File: src/rib_map.svh
// Register map, field positions and reset values of the rate, interpolation and bypass bank.
// Assumes an AXI4-Lite slave that places register index N at byte address 4*N.
`ifndef RIB_MAP_SVH
`define RIB_MAP_SVH

// Register indices; byte address is four times the index
`define RIB_IDX_CORE       8'h09
`define RIB_IDX_FAST       8'h4e
`define RIB_IDX_INTP       8'h4f
`define RIB_IDX_BYP        8'h54
`define RIB_IDX_STAT       8'h55
`define RIB_ADDR_W         10

// Reset values
`define RIB_RST_CORE       8'h04
`define RIB_RST_FAST       3'h0
`define RIB_RST_INTP       5'h00
`define RIB_RST_BYP        6'h00

// Field positions
`define RIB_CORE_RUN_BIT   0
`define RIB_PROCESSING_RATE_SELECT_LSB    1
`define RIB_PROCESSING_RATE_SELECT_MSB    2
`define RIB_DIV_MSB        2
`define RIB_RATE_MSB       7
`define RIB_RATE_LSB       6
`define RIB_INTP_MSB       5
`define RIB_INTP_LSB       3
`define RIB_BYP_MSB        5

// Field codes and limits
`define RIB_FS_FAST        2'h3
`define RIB_DIV_LAST_CODE  3'h5
`define RIB_RESP_OKAY      2'h0
`define RIB_RESP_SLVERR    2'h2

`endif

File: src/rib_pkg.sv
// Types and shared arithmetic of the rate, interpolation and bypass bank.
// Assumes nothing beyond a SystemVerilog compiler.
package rib_pkg;

    // Interpolation of one output channel
    typedef enum logic [1:0]
    {
        RIB_COMP = 2'h0,
        RIB_HOLD = 2'h1,
        RIB_LIN  = 2'h2
    } rib_interp_e;

    // Decoded converter and gain-path configuration
    typedef struct packed
    {
        rib_interp_e out1_interp;
        rib_interp_e out0_interp;
        logic        out1_gain_skip;
        logic        out0_gain_skip;
        logic        in3_gain_skip;
        logic        in2_gain_skip;
        logic        in1_gain_skip;
        logic        in0_gain_skip;
    } rib_mode_s;

    // Divide factor of a fast-rate divisor code; reserved codes fall back to 8
    function automatic logic [4:0] rib_div_of(input logic [2:0] code);
        logic [4:0] d;
        d = 5'h08;
        case (code)
            3'h0:    d = 5'h08;
            3'h1:    d = 5'h09;
            3'h2:    d = 5'h0a;
            3'h3:    d = 5'h0c;
            3'h4:    d = 5'h0e;
            3'h5:    d = 5'h10;
            default: d = 5'h08;
        endcase
        return d;
    endfunction

endpackage

File: src/rib_rate_div.sv
// Fast-rate tick generator and output converter rate divider.
// Assumes the enable and divisor code are static while the processing core runs.
`timescale 1ns/10ps
`default_nettype none
module rib_rate_div
    import rib_pkg::*;
(
    input  wire logic       aclk,
    input  wire logic       aresetn,
    input  wire logic       enable,
    input  wire logic [2:0] div_code,
    input  wire logic [1:0] out_rate,
    output var  logic       fast_rate_tick,
    output var  logic       out_rate_tick
);
    logic [4:0] cnt;
    logic [2:0] sub;
    logic [2:0] sub_last;
    logic [4:0] div;
    logic [4:0] gap;
    logic       seen;

    assign div = rib_div_of(div_code);

    // Quarter and eighth rates; the reserved code runs at core rate
    always_comb
    begin
        unique case (out_rate)
            2'h1:    sub_last = 3'h3;
            2'h2:    sub_last = 3'h7;
            default: sub_last = 3'h0;
        endcase
    end

    // Master clock divided by the selected factor, only while enabled
    always_ff @(posedge aclk)
    begin
        if (!aresetn || !enable)
        begin
            cnt            <= 5'h00;
            fast_rate_tick <= 1'b0;
        end
        else if (cnt == div - 5'h01)
        begin
            cnt            <= 5'h00;
            fast_rate_tick <= 1'b1;
        end
        else
        begin
            cnt            <= cnt + 5'h01;
            fast_rate_tick <= 1'b0;
        end
    end

    // Output converter rate counts fast ticks
    always_ff @(posedge aclk)
    begin
        if (!aresetn || !enable)
        begin
            sub           <= 3'h0;
            out_rate_tick <= 1'b0;
        end
        else
        begin
            out_rate_tick <= fast_rate_tick && (sub >= sub_last);
            if (fast_rate_tick)
                sub <= (sub >= sub_last) ? 3'h0 : sub + 3'h1;
        end
    end

    // Helper: cycles since the previous fast tick
    always_ff @(posedge aclk)
    begin
        if (!aresetn || !enable)
        begin
            gap  <= 5'h00;
            seen <= 1'b0;
        end
        else if (fast_rate_tick)
        begin
            gap  <= 5'h01;
            seen <= 1'b1;
        end
        else if (gap != 5'h1f)
            gap <= gap + 5'h01;
    end
endmodule
`default_nettype wire

File: src/rib_mode_dec.sv
// Decoder from interpolation and bypass fields to per-channel converter settings.
// Assumes the fields come straight from the register bank.
`timescale 1ns/10ps
`default_nettype none
module rib_mode_dec
    import rib_pkg::*;
(
    input  wire logic                aclk,
    input  wire logic                aresetn,
    input  wire logic [2:0]          interp_code,
    input  wire logic [5:0]          skip_bits,
    output var  rib_pkg::rib_mode_s  mode
);
    rib_mode_s next_mode;

    // Interpolation code to channel modes; code 7 is reserved and stays compensated
    always_comb
    begin
        next_mode = '0;
        unique case (interp_code)
            3'h1:    next_mode.out0_interp = RIB_HOLD;
            3'h2:    next_mode.out1_interp = RIB_HOLD;
            3'h3:
            begin
                next_mode.out0_interp = RIB_HOLD;
                next_mode.out1_interp = RIB_HOLD;
            end
            3'h4:    next_mode.out0_interp = RIB_LIN;
            3'h5:    next_mode.out1_interp = RIB_LIN;
            3'h6:
            begin
                next_mode.out0_interp = RIB_LIN;
                next_mode.out1_interp = RIB_LIN;
            end
            default: next_mode.out0_interp = RIB_COMP;
        endcase
        next_mode.out1_gain_skip = skip_bits[5];
        next_mode.out0_gain_skip = skip_bits[4];
        next_mode.in3_gain_skip  = skip_bits[3];
        next_mode.in2_gain_skip  = skip_bits[2];
        next_mode.in1_gain_skip  = skip_bits[1];
        next_mode.in0_gain_skip  = skip_bits[0];
    end

    // Registered so the converters see glitch-free settings
    always_ff @(posedge aclk)
    begin
        if (!aresetn)
            mode <= '0;
        else
            mode <= next_mode;
    end
endmodule
`default_nettype wire

File: src/rib_top.sv
// AXI4-Lite register bank for the fast processing rate, output interpolation and gain bypass.
// Assumes aclk is the internal master clock domain and the bus master keeps AXI handshakes.
//
// Contract
// Fast divisor applies only when rate select 11
// Codes 000,001,010 divide by 8,9,10
// Codes 011,100,101 divide by 12,14,16
// Host keeps divisor fixed while core runs
// Divisor update accepted only with run cleared
// Bits 7:6 pick core, quarter, eighth rate
// Interp codes 000-011 select compensated or hold
// Interp codes 100-110 select linear per channel
// Bits 5,4 skip output channel gain
// Bits 3..0 skip input channel gain
// Reserved codes not written, treated as reserved
//
// The AXI4-Lite register port was left to the implementer.
`timescale 1ns/10ps
`default_nettype none
`include "rib_map.svh"
module rib_top
(
    input  wire logic                    aclk,
    input  wire logic                    aresetn,
    input  wire logic [`RIB_ADDR_W-1:0]  s_axi_awaddr,
    input  wire logic [2:0]              s_axi_awprot,
    input  wire logic                    s_axi_awvalid,
    output var  logic                    s_axi_awready,
    input  wire logic [31:0]             s_axi_wdata,
    input  wire logic [3:0]              s_axi_wstrb,
    input  wire logic                    s_axi_wvalid,
    output var  logic                    s_axi_wready,
    output var  logic [1:0]              s_axi_bresp,
    output var  logic                    s_axi_bvalid,
    input  wire logic                    s_axi_bready,
    input  wire logic [`RIB_ADDR_W-1:0]  s_axi_araddr,
    input  wire logic [2:0]              s_axi_arprot,
    input  wire logic                    s_axi_arvalid,
    output var  logic                    s_axi_arready,
    output var  logic [31:0]             s_axi_rdata,
    output var  logic [1:0]              s_axi_rresp,
    output var  logic                    s_axi_rvalid,
    input  wire logic                    s_axi_rready,
    output var  logic                    fast_rate_tick,
    output var  logic                    out_rate_tick,
    output var  rib_pkg::rib_mode_s      mode
);
    import rib_pkg::*;

    logic [7:0] core_ctrl;
    logic [2:0] fast_ctrl;
    logic [4:0] intp_ctrl;
    logic [5:0] byp_ctrl;

    logic       aw_held;
    logic       w_held;
    logic [7:0] aw_idx;
    logic [7:0] w_byte;
    logic       w_lane0;
    logic       next_aw_held;
    logic       next_w_held;
    logic       next_bvalid;
    logic       next_rvalid;
    logic       aw_hs;
    logic       w_hs;
    logic       ar_hs;
    logic       do_write;
    logic       wr_en;
    logic [7:0] ar_idx;
    logic [7:0] rd_byte;
    logic       core_run;
    logic [1:0] processing_rate_select;
    logic       fast_active;

    // Word index of a byte address; the low two bits do not select anything
    function automatic logic [7:0] idx_of(input logic [`RIB_ADDR_W-1:0] addr);
        return addr[`RIB_ADDR_W-1:2];
    endfunction

    // Index decode shared by the read and write paths
    function automatic logic idx_known(input logic [7:0] idx);
        return idx == `RIB_IDX_CORE || idx == `RIB_IDX_FAST || idx == `RIB_IDX_INTP
            || idx == `RIB_IDX_BYP || idx == `RIB_IDX_STAT;
    endfunction

    assign core_run               = core_ctrl[`RIB_CORE_RUN_BIT];
    assign processing_rate_select = core_ctrl[`RIB_PROCESSING_RATE_SELECT_MSB:`RIB_PROCESSING_RATE_SELECT_LSB];
    assign fast_active            = core_run && processing_rate_select == `RIB_FS_FAST;

    // Handshake terms
    assign aw_hs    = s_axi_awvalid && s_axi_awready;
    assign w_hs     = s_axi_wvalid && s_axi_wready;
    assign ar_hs    = s_axi_arvalid && s_axi_arready;
    assign do_write = aw_held && w_held && !s_axi_bvalid;
    assign wr_en    = do_write && w_lane0;

    // Address and data are taken in either order and held until the write fires
    always_comb
    begin
        next_aw_held = (aw_held || aw_hs) && !do_write;
        next_w_held  = (w_held || w_hs) && !do_write;
        next_bvalid  = do_write || (s_axi_bvalid && !s_axi_bready);
        next_rvalid  = ar_hs || (s_axi_rvalid && !s_axi_rready);
    end

    // Write channel holding state and registered readies
    always_ff @(posedge aclk)
    begin
        if (!aresetn)
        begin
            aw_held       <= 1'b0;
            w_held        <= 1'b0;
            aw_idx        <= 8'h00;
            w_byte        <= 8'h00;
            w_lane0       <= 1'b0;
            s_axi_awready <= 1'b0;
            s_axi_wready  <= 1'b0;
        end
        else
        begin
            aw_held       <= next_aw_held;
            w_held        <= next_w_held;
            s_axi_awready <= !next_aw_held && !next_bvalid;
            s_axi_wready  <= !next_w_held && !next_bvalid;
            if (aw_hs)
                aw_idx <= idx_of(s_axi_awaddr);
            if (w_hs)
            begin
                w_byte  <= s_axi_wdata[7:0];
                w_lane0 <= s_axi_wstrb[0];
            end
        end
    end

    // Write response; read-only or unmapped words answer with a slave error
    always_ff @(posedge aclk)
    begin
        if (!aresetn)
        begin
            s_axi_bvalid <= 1'b0;
            s_axi_bresp  <= `RIB_RESP_OKAY;
        end
        else
        begin
            s_axi_bvalid <= next_bvalid;
            if (do_write)
                s_axi_bresp <= (idx_known(aw_idx) && aw_idx != `RIB_IDX_STAT)
                    ? `RIB_RESP_OKAY : `RIB_RESP_SLVERR;
        end
    end

    // Core control word carries the run bit and the rate select
    always_ff @(posedge aclk)
    begin
        if (!aresetn)
            core_ctrl <= `RIB_RST_CORE;
        else if (wr_en && aw_idx == `RIB_IDX_CORE)
            core_ctrl <= w_byte;
    end

    // Divisor is frozen while the core runs; reserved codes are dropped too
    always_ff @(posedge aclk)
    begin
        if (!aresetn)
            fast_ctrl <= `RIB_RST_FAST;
        else if (wr_en && aw_idx == `RIB_IDX_FAST && !core_run
            && w_byte[`RIB_DIV_MSB:0] <= `RIB_DIV_LAST_CODE)
            fast_ctrl <= w_byte[`RIB_DIV_MSB:0];
    end

    // Output rate and interpolation fields; low three bits are reserved
    always_ff @(posedge aclk)
    begin
        if (!aresetn)
            intp_ctrl <= `RIB_RST_INTP;
        else if (wr_en && aw_idx == `RIB_IDX_INTP)
            intp_ctrl <= w_byte[`RIB_RATE_MSB:`RIB_INTP_LSB];
    end

    // Gain bypass bits; top two bits are reserved
    always_ff @(posedge aclk)
    begin
        if (!aresetn)
            byp_ctrl <= `RIB_RST_BYP;
        else if (wr_en && aw_idx == `RIB_IDX_BYP)
            byp_ctrl <= w_byte[`RIB_BYP_MSB:0];
    end

    // Read data; status shows whether the fast rate runs and its divide factor
    assign ar_idx = idx_of(s_axi_araddr);
    always_comb
    begin
        rd_byte = 8'h00;
        unique case (ar_idx)
            `RIB_IDX_CORE: rd_byte = core_ctrl;
            `RIB_IDX_FAST: rd_byte = {5'h00, fast_ctrl};
            `RIB_IDX_INTP: rd_byte = {intp_ctrl, 3'h0};
            `RIB_IDX_BYP:  rd_byte = {2'h0, byp_ctrl};
            `RIB_IDX_STAT: rd_byte = {fast_active, 2'h0, rib_div_of(fast_ctrl)};
            default:       rd_byte = 8'h00;
        endcase
    end

    // Read channel: one read at a time, answered the cycle after it is taken
    always_ff @(posedge aclk)
    begin
        if (!aresetn)
        begin
            s_axi_arready <= 1'b0;
            s_axi_rvalid  <= 1'b0;
            s_axi_rdata   <= 32'h00000000;
            s_axi_rresp   <= `RIB_RESP_OKAY;
        end
        else
        begin
            s_axi_arready <= !next_rvalid;
            s_axi_rvalid  <= next_rvalid;
            if (ar_hs)
            begin
                s_axi_rdata <= {24'h000000, rd_byte};
                s_axi_rresp <= idx_known(ar_idx) ? `RIB_RESP_OKAY : `RIB_RESP_SLVERR;
            end
        end
    end

    // Rate tick generation from the master clock
    rib_rate_div u_rate_div
    (
        .aclk           (aclk),
        .aresetn        (aresetn),
        .enable         (fast_active),
        .div_code       (fast_ctrl),
        .out_rate       (intp_ctrl[4:3]),
        .fast_rate_tick (fast_rate_tick),
        .out_rate_tick  (out_rate_tick)
    );

    // Per-channel interpolation and gain bypass settings
    rib_mode_dec u_mode_dec
    (
        .aclk        (aclk),
        .aresetn     (aresetn),
        .interp_code (intp_ctrl[2:0]),
        .skip_bits   (byp_ctrl),
        .mode        (mode)
    );
endmodule
`default_nettype wire

File: config.mk
export PLATFORM = sky130hd
export DESIGN_NAME = rib_top
export DESIGN_NICKNAME = d
export VERILOG_FILES = /design/src/rib_pkg.sv /design/src/rib_rate_div.sv /design/src/rib_mode_dec.sv /design/src/rib_top.sv
export VERILOG_INCLUDE_DIRS = /design/src /design/src/src
export SDC_FILE = /design/constraint.sdc
export NUM_CORES = 1
export LEC_CHECK = 0
export CORE_AREA = 2 2 93 95
export CTS_CLUSTER_DIAMETER = 50
export DETAILED_ROUTE_END_ITERATION = 7
export DIE_AREA = 0 0 95 97
export DONT_BUFFER_PORTS = 1
export PLACE_DENSITY_LB_ADDON = 0.12
export REMOVE_ABC_BUFFERS = 1
export SETUP_SLACK_MARGIN = 0.1
export SLEW_MARGIN = 20
export SYNTH_ARGS = -nofsm -noshare
export SYNTH_HDL_FRONTEND = slang
export SYNTH_HIERARCHICAL = 1
export SYNTH_SLANG_ARGS = --single-unit
File: constraint.sdc
create_clock -name aclk -period 3.75 [get_ports aclk]
set_input_delay 0.1875 -clock aclk [delete_from_list [all_inputs] [get_ports aclk]]
set_output_delay 0.1875 -clock aclk [all_outputs]
set_load 0.01 [all_outputs]
# Yosys cells after proc, flatten, opt, wreduce, memory -nomap -nowiden
# Index checks and enable logic that the tools add are counted.
classes:
  n_addsub: 3
  magnitude_cmp: 2
  n_eq_ne: 26
  mux: 9
  n_reduce_logical: 50
ops:
  columns: ["op", "n"]
  rows:
  - ["$eq A8 B7 Y1 const B", 8]
  - ["$pmux W8 S5", 1]
  - ["$pmux W5 S5", 1]
  - ["$logic_and A1 B1 Y1", 21]
  - ["$eq A8 B4 Y1 const B", 2]
  - ["$eq A3 B3 Y1 const B", 5]
  - ["$logic_or A1 B1 Y1", 13]
  - ["$eq A3 B2 Y1 const B", 4]
  - ["$logic_not A1 Y1", 11]
  - ["$reduce_or A2 Y1", 5]
  - ["$ne A8 B7 Y1 const B", 1]
  - ["$pmux W2 S2", 2]
  - ["$eq A3 B1 Y1 const B", 2]
  - ["$pmux W3 S2", 1]
  - ["$add A5 B1 Y5 const B", 1]
  - ["$eq A5 B5 Y1", 1]
  - ["$sub A5 B1 Y5 const B", 1]
  - ["$eq A2 B2 Y1 const B", 2]
  - ["$mux W2", 2]
  - ["$add A3 B1 Y3 const B", 1]
  - ["$ge A3 B3 Y1", 1]
  - ["$le A3 B3 Y1 const B", 1]
  - ["$mux W3", 1]
  - ["$eq A2 B1 Y1 const B", 1]
  - ["$mux W1", 1]
word_totals:
  reg_bits: 78
  input_bits: 69
  out_inout_bits: 53
  elab_cells: 119

# Depth between registers and ports, before layout
depth:
  word_depth: 7
  ltp_mapped: 8
  mapped_depth_nobuf: 8

# Cells and area by module
# The synthesis kept the hierarchy.
modules_own_cells:
  columns: ["module", "instances", "cells_per_inst", "area_each_um2", "seq_area_each_um2"]
  rows:
  - ["rib_top", 1, 302, 2650.0, 1121.1]
  - ["rib_rate_div", 1, 72, 685.7, 200.2]
  - ["rib_mode_dec", 1, 22, 285.3, 200.2]

# Worst setup path before layout
# Ideal clock, no wire load.
synth_timing:
  kind: "register to register"
  from: "register fast_ctrl[0]"
  to: "register u_rate_div.fast_rate_tick"
  setup_time_ns: 0.060
  arrival_time_ns: 1.944
  required_ns: 3.690
  slack_ns: 1.746
  stages_incl_launch_ff: 7
  path_buffers: 0
  synth_period_minus_slack_ns: 2.004
  cell_sequence: "dfxtp_1 -> or3b_1 -> ha_1 -> xnor2_4 -> a21o_1 -> a221oi_4 -> and3b_1"
synth_via:
  elab_chain_cells: 5
  elab_cells_between_ends: 9
  classes_between: "add/sub: 1; eq/ne: 6; mux: 2"
synth_rtl:
  columns: ["item", "line", "text"]
  rows:
  - ["start: declaration", "rib_top.sv:51", "logic [2:0] fast_ctrl;"]
  - ["start signal: assignment", "rib_top.sv:165", "fast_ctrl <= `RIB_RST_FAST;"]
  - ["start signal: assignment", "rib_top.sv:168", "fast_ctrl <= w_byte[`RIB_DIV_MSB:0];"]
  - ["$eq A3 B3 Y1, or another cell as far along", "rib_pkg.sv:30", "case (code)"]
  - ["$pmux W5 S5 *", "rib_pkg.sv:30", null]
  - ["$sub A5 B1 Y5 *", "rib_rate_div.sv:43", "else if (cnt == div - 5'h01)"]
  - ["$eq A5 B5 Y1 *", "rib_rate_div.sv:43", null]
  - ["$mux W1 *", "rib_rate_div.sv:43", null]
  - ["end signal: assignment", "rib_rate_div.sv:41", "fast_rate_tick <= 1'b0;"]
  - ["end signal: assignment", "rib_rate_div.sv:46", "fast_rate_tick <= 1'b1;"]
  - ["end signal: assignment", "rib_rate_div.sv:51", "fast_rate_tick <= 1'b0;"]
  - ["end: declaration", "rib_rate_div.sv:13", "output var logic fast_rate_tick,"]
# Every way passes the cells marked *; elsewhere a longest branch is shown, timed or not.
# A chain may end at the register's enable or synchronous reset.

# Worst setup path in the final report
layout_timing:
  from: "register fast_ctrl[0]"
  to: "register u_rate_div.cnt[0]"
layout_via:
  elab_chain_cells: 5
  elab_cells_between_ends: 9
  classes_between: "add/sub: 1; eq/ne: 6; mux: 1; reduce/logical: 1"
layout_rtl:
  columns: ["item", "line", "text"]
  rows:
  - ["$eq A3 B3 Y1, or another cell as far along", "rib_pkg.sv:30", null]
  - ["$pmux W5 S5 *", "rib_pkg.sv:30", null]
  - ["$sub A5 B1 Y5 *", "rib_rate_div.sv:43", null]
  - ["$eq A5 B5 Y1 *", "rib_rate_div.sv:43", null]
  - ["$reduce_or A2 Y1 (no source line) *", null, null]
  - ["end signal: assignment", "rib_rate_div.sv:50", "cnt <= cnt + 5'h01;"]
  - ["end: declaration", "rib_rate_div.sv:16", "logic [4:0] cnt;"]
# Marks and branches as above.

==> flow_summary_export.csv <==
group,metric,value,unit
power_and_ir_drop,pwr_density_cell,378,nW/um2
yosys,synth.most_common_cell,"sky130_fd_sc_hd__dfxtp_1",
die,initial_core_util,44.5,%
global_route,track_usage,16.8,%
critical_path,worstSetupEndpointType,"flip-flop",
clocking,cts.root.buffer_cell,"sky130_fd_sc_hd__clkbuf_8",
die,chipHeight,97,um
critical_path,setup.worst_path.class,"reg2reg",
drt,finalWirelength,7360,um
clocking,cts_tree,"yes",
timing,holdWs,10.5,ps
timing,final.period_utilization,59.6,%
drt,detail_route.drc_violations,0,
yosys,ys_dominant_reg_cell,"sky130_fd_sc_hd__dfxtp_1",
timing,report.final.slew_viol_count,0,
placed_design,number_of_input_and_output_port_buffers_inserted,0,
hold_path,hold_class,"in2reg",
placed_design,gp_congestion,0.798,
yosys,ys_ff_latch,76,
yosys,ys_warn_count,6,
timing,post_route_setup_tns,0,ps
clocking,cts_made_buffers,9,
global_route,grt_remaining_overflow,0,
yosys,edff_count_synth,0,
critical_path,worstPathRequired,3980,ps
timing,maxSlewHeadroom,67.5,%
timing,timing.clock.skew,14.0,ps
placed_design,hpwl,5100,um
clocking,cts.sink_count,76,
timing,timing.final.setup_violations,0,
yosys,synth_top_cell_by_area,"sky130_fd_sc_hd__dfxtp_1",
critical_path,path_cells,"or3b_1 -> ha_1 -> and4bb_1 -> o21ai_1 -> a221oi_4 -> a211oi_1",
drt,viasPerCell,5.13,
timing,max_clock_freq,448,MHz
critical_path,worstPathBufferInverterCount,0,
drt,wire_per_inst,14.0,um
global_route,pin_count_of_the_biggest_net_entering_global_routing,64,
die,rows,33,
yosys,avgSynthCellArea,9.14,um2
clocking,cts_max_level,3,
critical_path,cp_data_arrival_time,2460,ps
timing,unrepaired_setup_endpoints_after_global_routing,"no",
clocking,worst_setup_hold_path_clk_slew,80,ps
yosys,synthesis.instances,396,
die,chipWidth,95,um
die,coreArea,8130,um2
drt,drt-pass1-iter-count,4,
timing,final_hold_viol_count,0,
finish,fillerInstances,802,
drt,detail_route.iter0.violations,111,
yosys,netlist_top_cells_area,"sky130_fd_sc_hd__dfxtp_1, sky130_fd_sc_hd__nand2_1, sky130_fd_sc_hd__buf_4",
die,io_pins,122,
global_route,grt_pass1_wl,12100,um
clocking,cts-root-to-sink-buffers,2,
job,count_of_maximum_capacitance_violations,0,
drt,dr_total_vias,2686,
finish,areaGrowthSynthToFinish,10.3,%
critical_path,setup.worst_path.start_class,"flip-flop",
power_and_ir_drop,power.static_leakage,1.50,nW
run_status,run_status,"completed",
clocking,postCtsSetupRepairBufs,0,
power_and_ir_drop,worst_ir_drop_vdd,0.170,mV
yosys,ys_top_cells_by_count,"sky130_fd_sc_hd__dfxtp_1, sky130_fd_sc_hd__nand2_1, sky130_fd_sc_hd__buf_4",
yosys,synth.cell_area,3620,um2
finish,antenna_cells,0,
timing,period_needed,2230,ps
yosys,yosys.area.top_type_share,42.0,%
timing,actual_slew_at_the_worst_max_slew_pin,480,ps
yosys,yosysSeqAreaShare,42.0,%
critical_path,crit_slowest_cell,"sky130_fd_sc_hd__dfxtp_1",
yosys,postSynth.asyncResetShare,0,%
drt,drt.antenna.violating_nets,0,
critical_path,crit_family,"simple AND/OR/NAND/NOR gates",
finish,final_layout_size_suffix_gt1_share,8.11,%
clocking,clk_latency,350,ps
critical_path,critPathMaxFanout,12,
global_route,antenna_violations_before_repair,0,
global_route,grt_pass1_vias,2422,
finish,fin_nets,490,
yosys,synth.lib_cells_used.distinct,56,
die,die_area,9220,um2
critical_path,crit_path_max_incr_delay,550,ps
-- area by class of cell --
type	count	area, um2	share of cell area, %
Multi-Input combinational cell	301	1930	48.3
Sequential cell	76	1520	38.1
Timing Repair Buffer	19	200	5.01
Clock buffer	11	151	3.79
Tap cell	105	131	3.29
Clock inverter	5	33.8	0.846
Inverter	7	26.3	0.658
-- registers in the layout (all words and copies together) (netlist names), 3 cells and up --
signal and flops:
aw_idx 8, fast_ctrl 3, s_axi_rdata 8, u_rate_div/cnt 5
intp_ctrl 5, w_byte 8, u_rate_div/sub 3, core_ctrl 8
byp_ctrl 6, u_mode_dec/mode 10
-- cells in the final DEF (no fill, tap or decap), types with 11 or more instances in the layout --
cell                            count
sky130_fd_sc_hd__conb_1            26
sky130_fd_sc_hd__nand3_1           15
sky130_fd_sc_hd__dlygate4sd3_1     18
sky130_fd_sc_hd__o21ai_0           11
sky130_fd_sc_hd__nor2b_1           16
sky130_fd_sc_hd__mux2i_1           15
sky130_fd_sc_hd__clkbuf_8          11
sky130_fd_sc_hd__nor2_1            15
sky130_fd_sc_hd__nand2b_1          11
sky130_fd_sc_hd__a21boi_0          21
sky130_fd_sc_hd__dfxtp_1           76
sky130_fd_sc_hd__nand2_1           65
-- report_power, final --
| group | switching [mW] | total [mW] | internal (mW) |
|---|---|---|---|
| sequential | 0.0183 | 0.841 | 0.822 |
| clock | 0.308 | 0.585 | 0.276 |
| combinational | 0.0494 | 0.0863 | 0.0369 |
-- per-layer routing --
layer / part of all wire [%] / GRT usage (%)
met1: 50 / 24.5
met2: 44 / 23.6
met3: 5.2 / 3.66
met4: 1.4 / 6.91
met5: 0 / 0
-- stage by stage --
| stage | cell area (um2) | power, mW | setup slack, ps | util [%] | instances |
|---|---|---|---|---|---|
| 2_1_floorplan | 3480 | 0.907 | 1750 | - | 384 |
| 3_3_place_gp | 3610 | 0.919 | 1560 | 44.4 | 489 |
| 3_5_place_dp | 3610 | 0.920 | 1530 | 44.4 | 489 |
| 4_1_cts | 3980 | 1.53 | 1540 | 49.0 | 523 |
| 5_1_grt | 3990 | 1.59 | 1380 | 49.1 | 524 |
| 6_report | 3990 | 1.51 | 1520 | 49.1 | 524 |
-- repair_timing --
action	CTS	global route
hold buffers	18	1
endpoints found under the hold margin	57	1
gates resized for setup	0	0
-- cell families (layout without fill, tap and decap cells) --
logic type	Yosys count	after routing	synth area share (%)
DFF	76	76	42.0
and+or+nand+nor	166	166	25.9
adders and majority gates	7	7	2.42
other	1	26	0.104
AOI/OAI and AO/OA	80	80	15.9
muxes	15	15	4.15
xor gates and xnor gates	7	7	2.21
buffers and inverters	44	42	7.29
-- worst paths after layout --
path	start	to	slack [ps]	depth (start not counted)
hold / removal	s_axi_awaddr[8]	aw_idx[6]	10	2
setup reg to reg	fast_ctrl[0]	u_rate_div/cnt[0]	1520	6
hold reg to reg	aw_held	s_axi_awready	480	1
setup / recovery	fast_ctrl[0]	u_rate_div/cnt[0]	1520	6
-- worst register-to-register path, delay by kind of cell (launching register included) --
kind,cells,cell delay [ps]
adders and majority gates,1,250
AOI/OAI and AO/OA,3,620
and+or+nand+nor,2,700
DFF,1,550
Note: power is estimated with default switching activity, not from simulation.
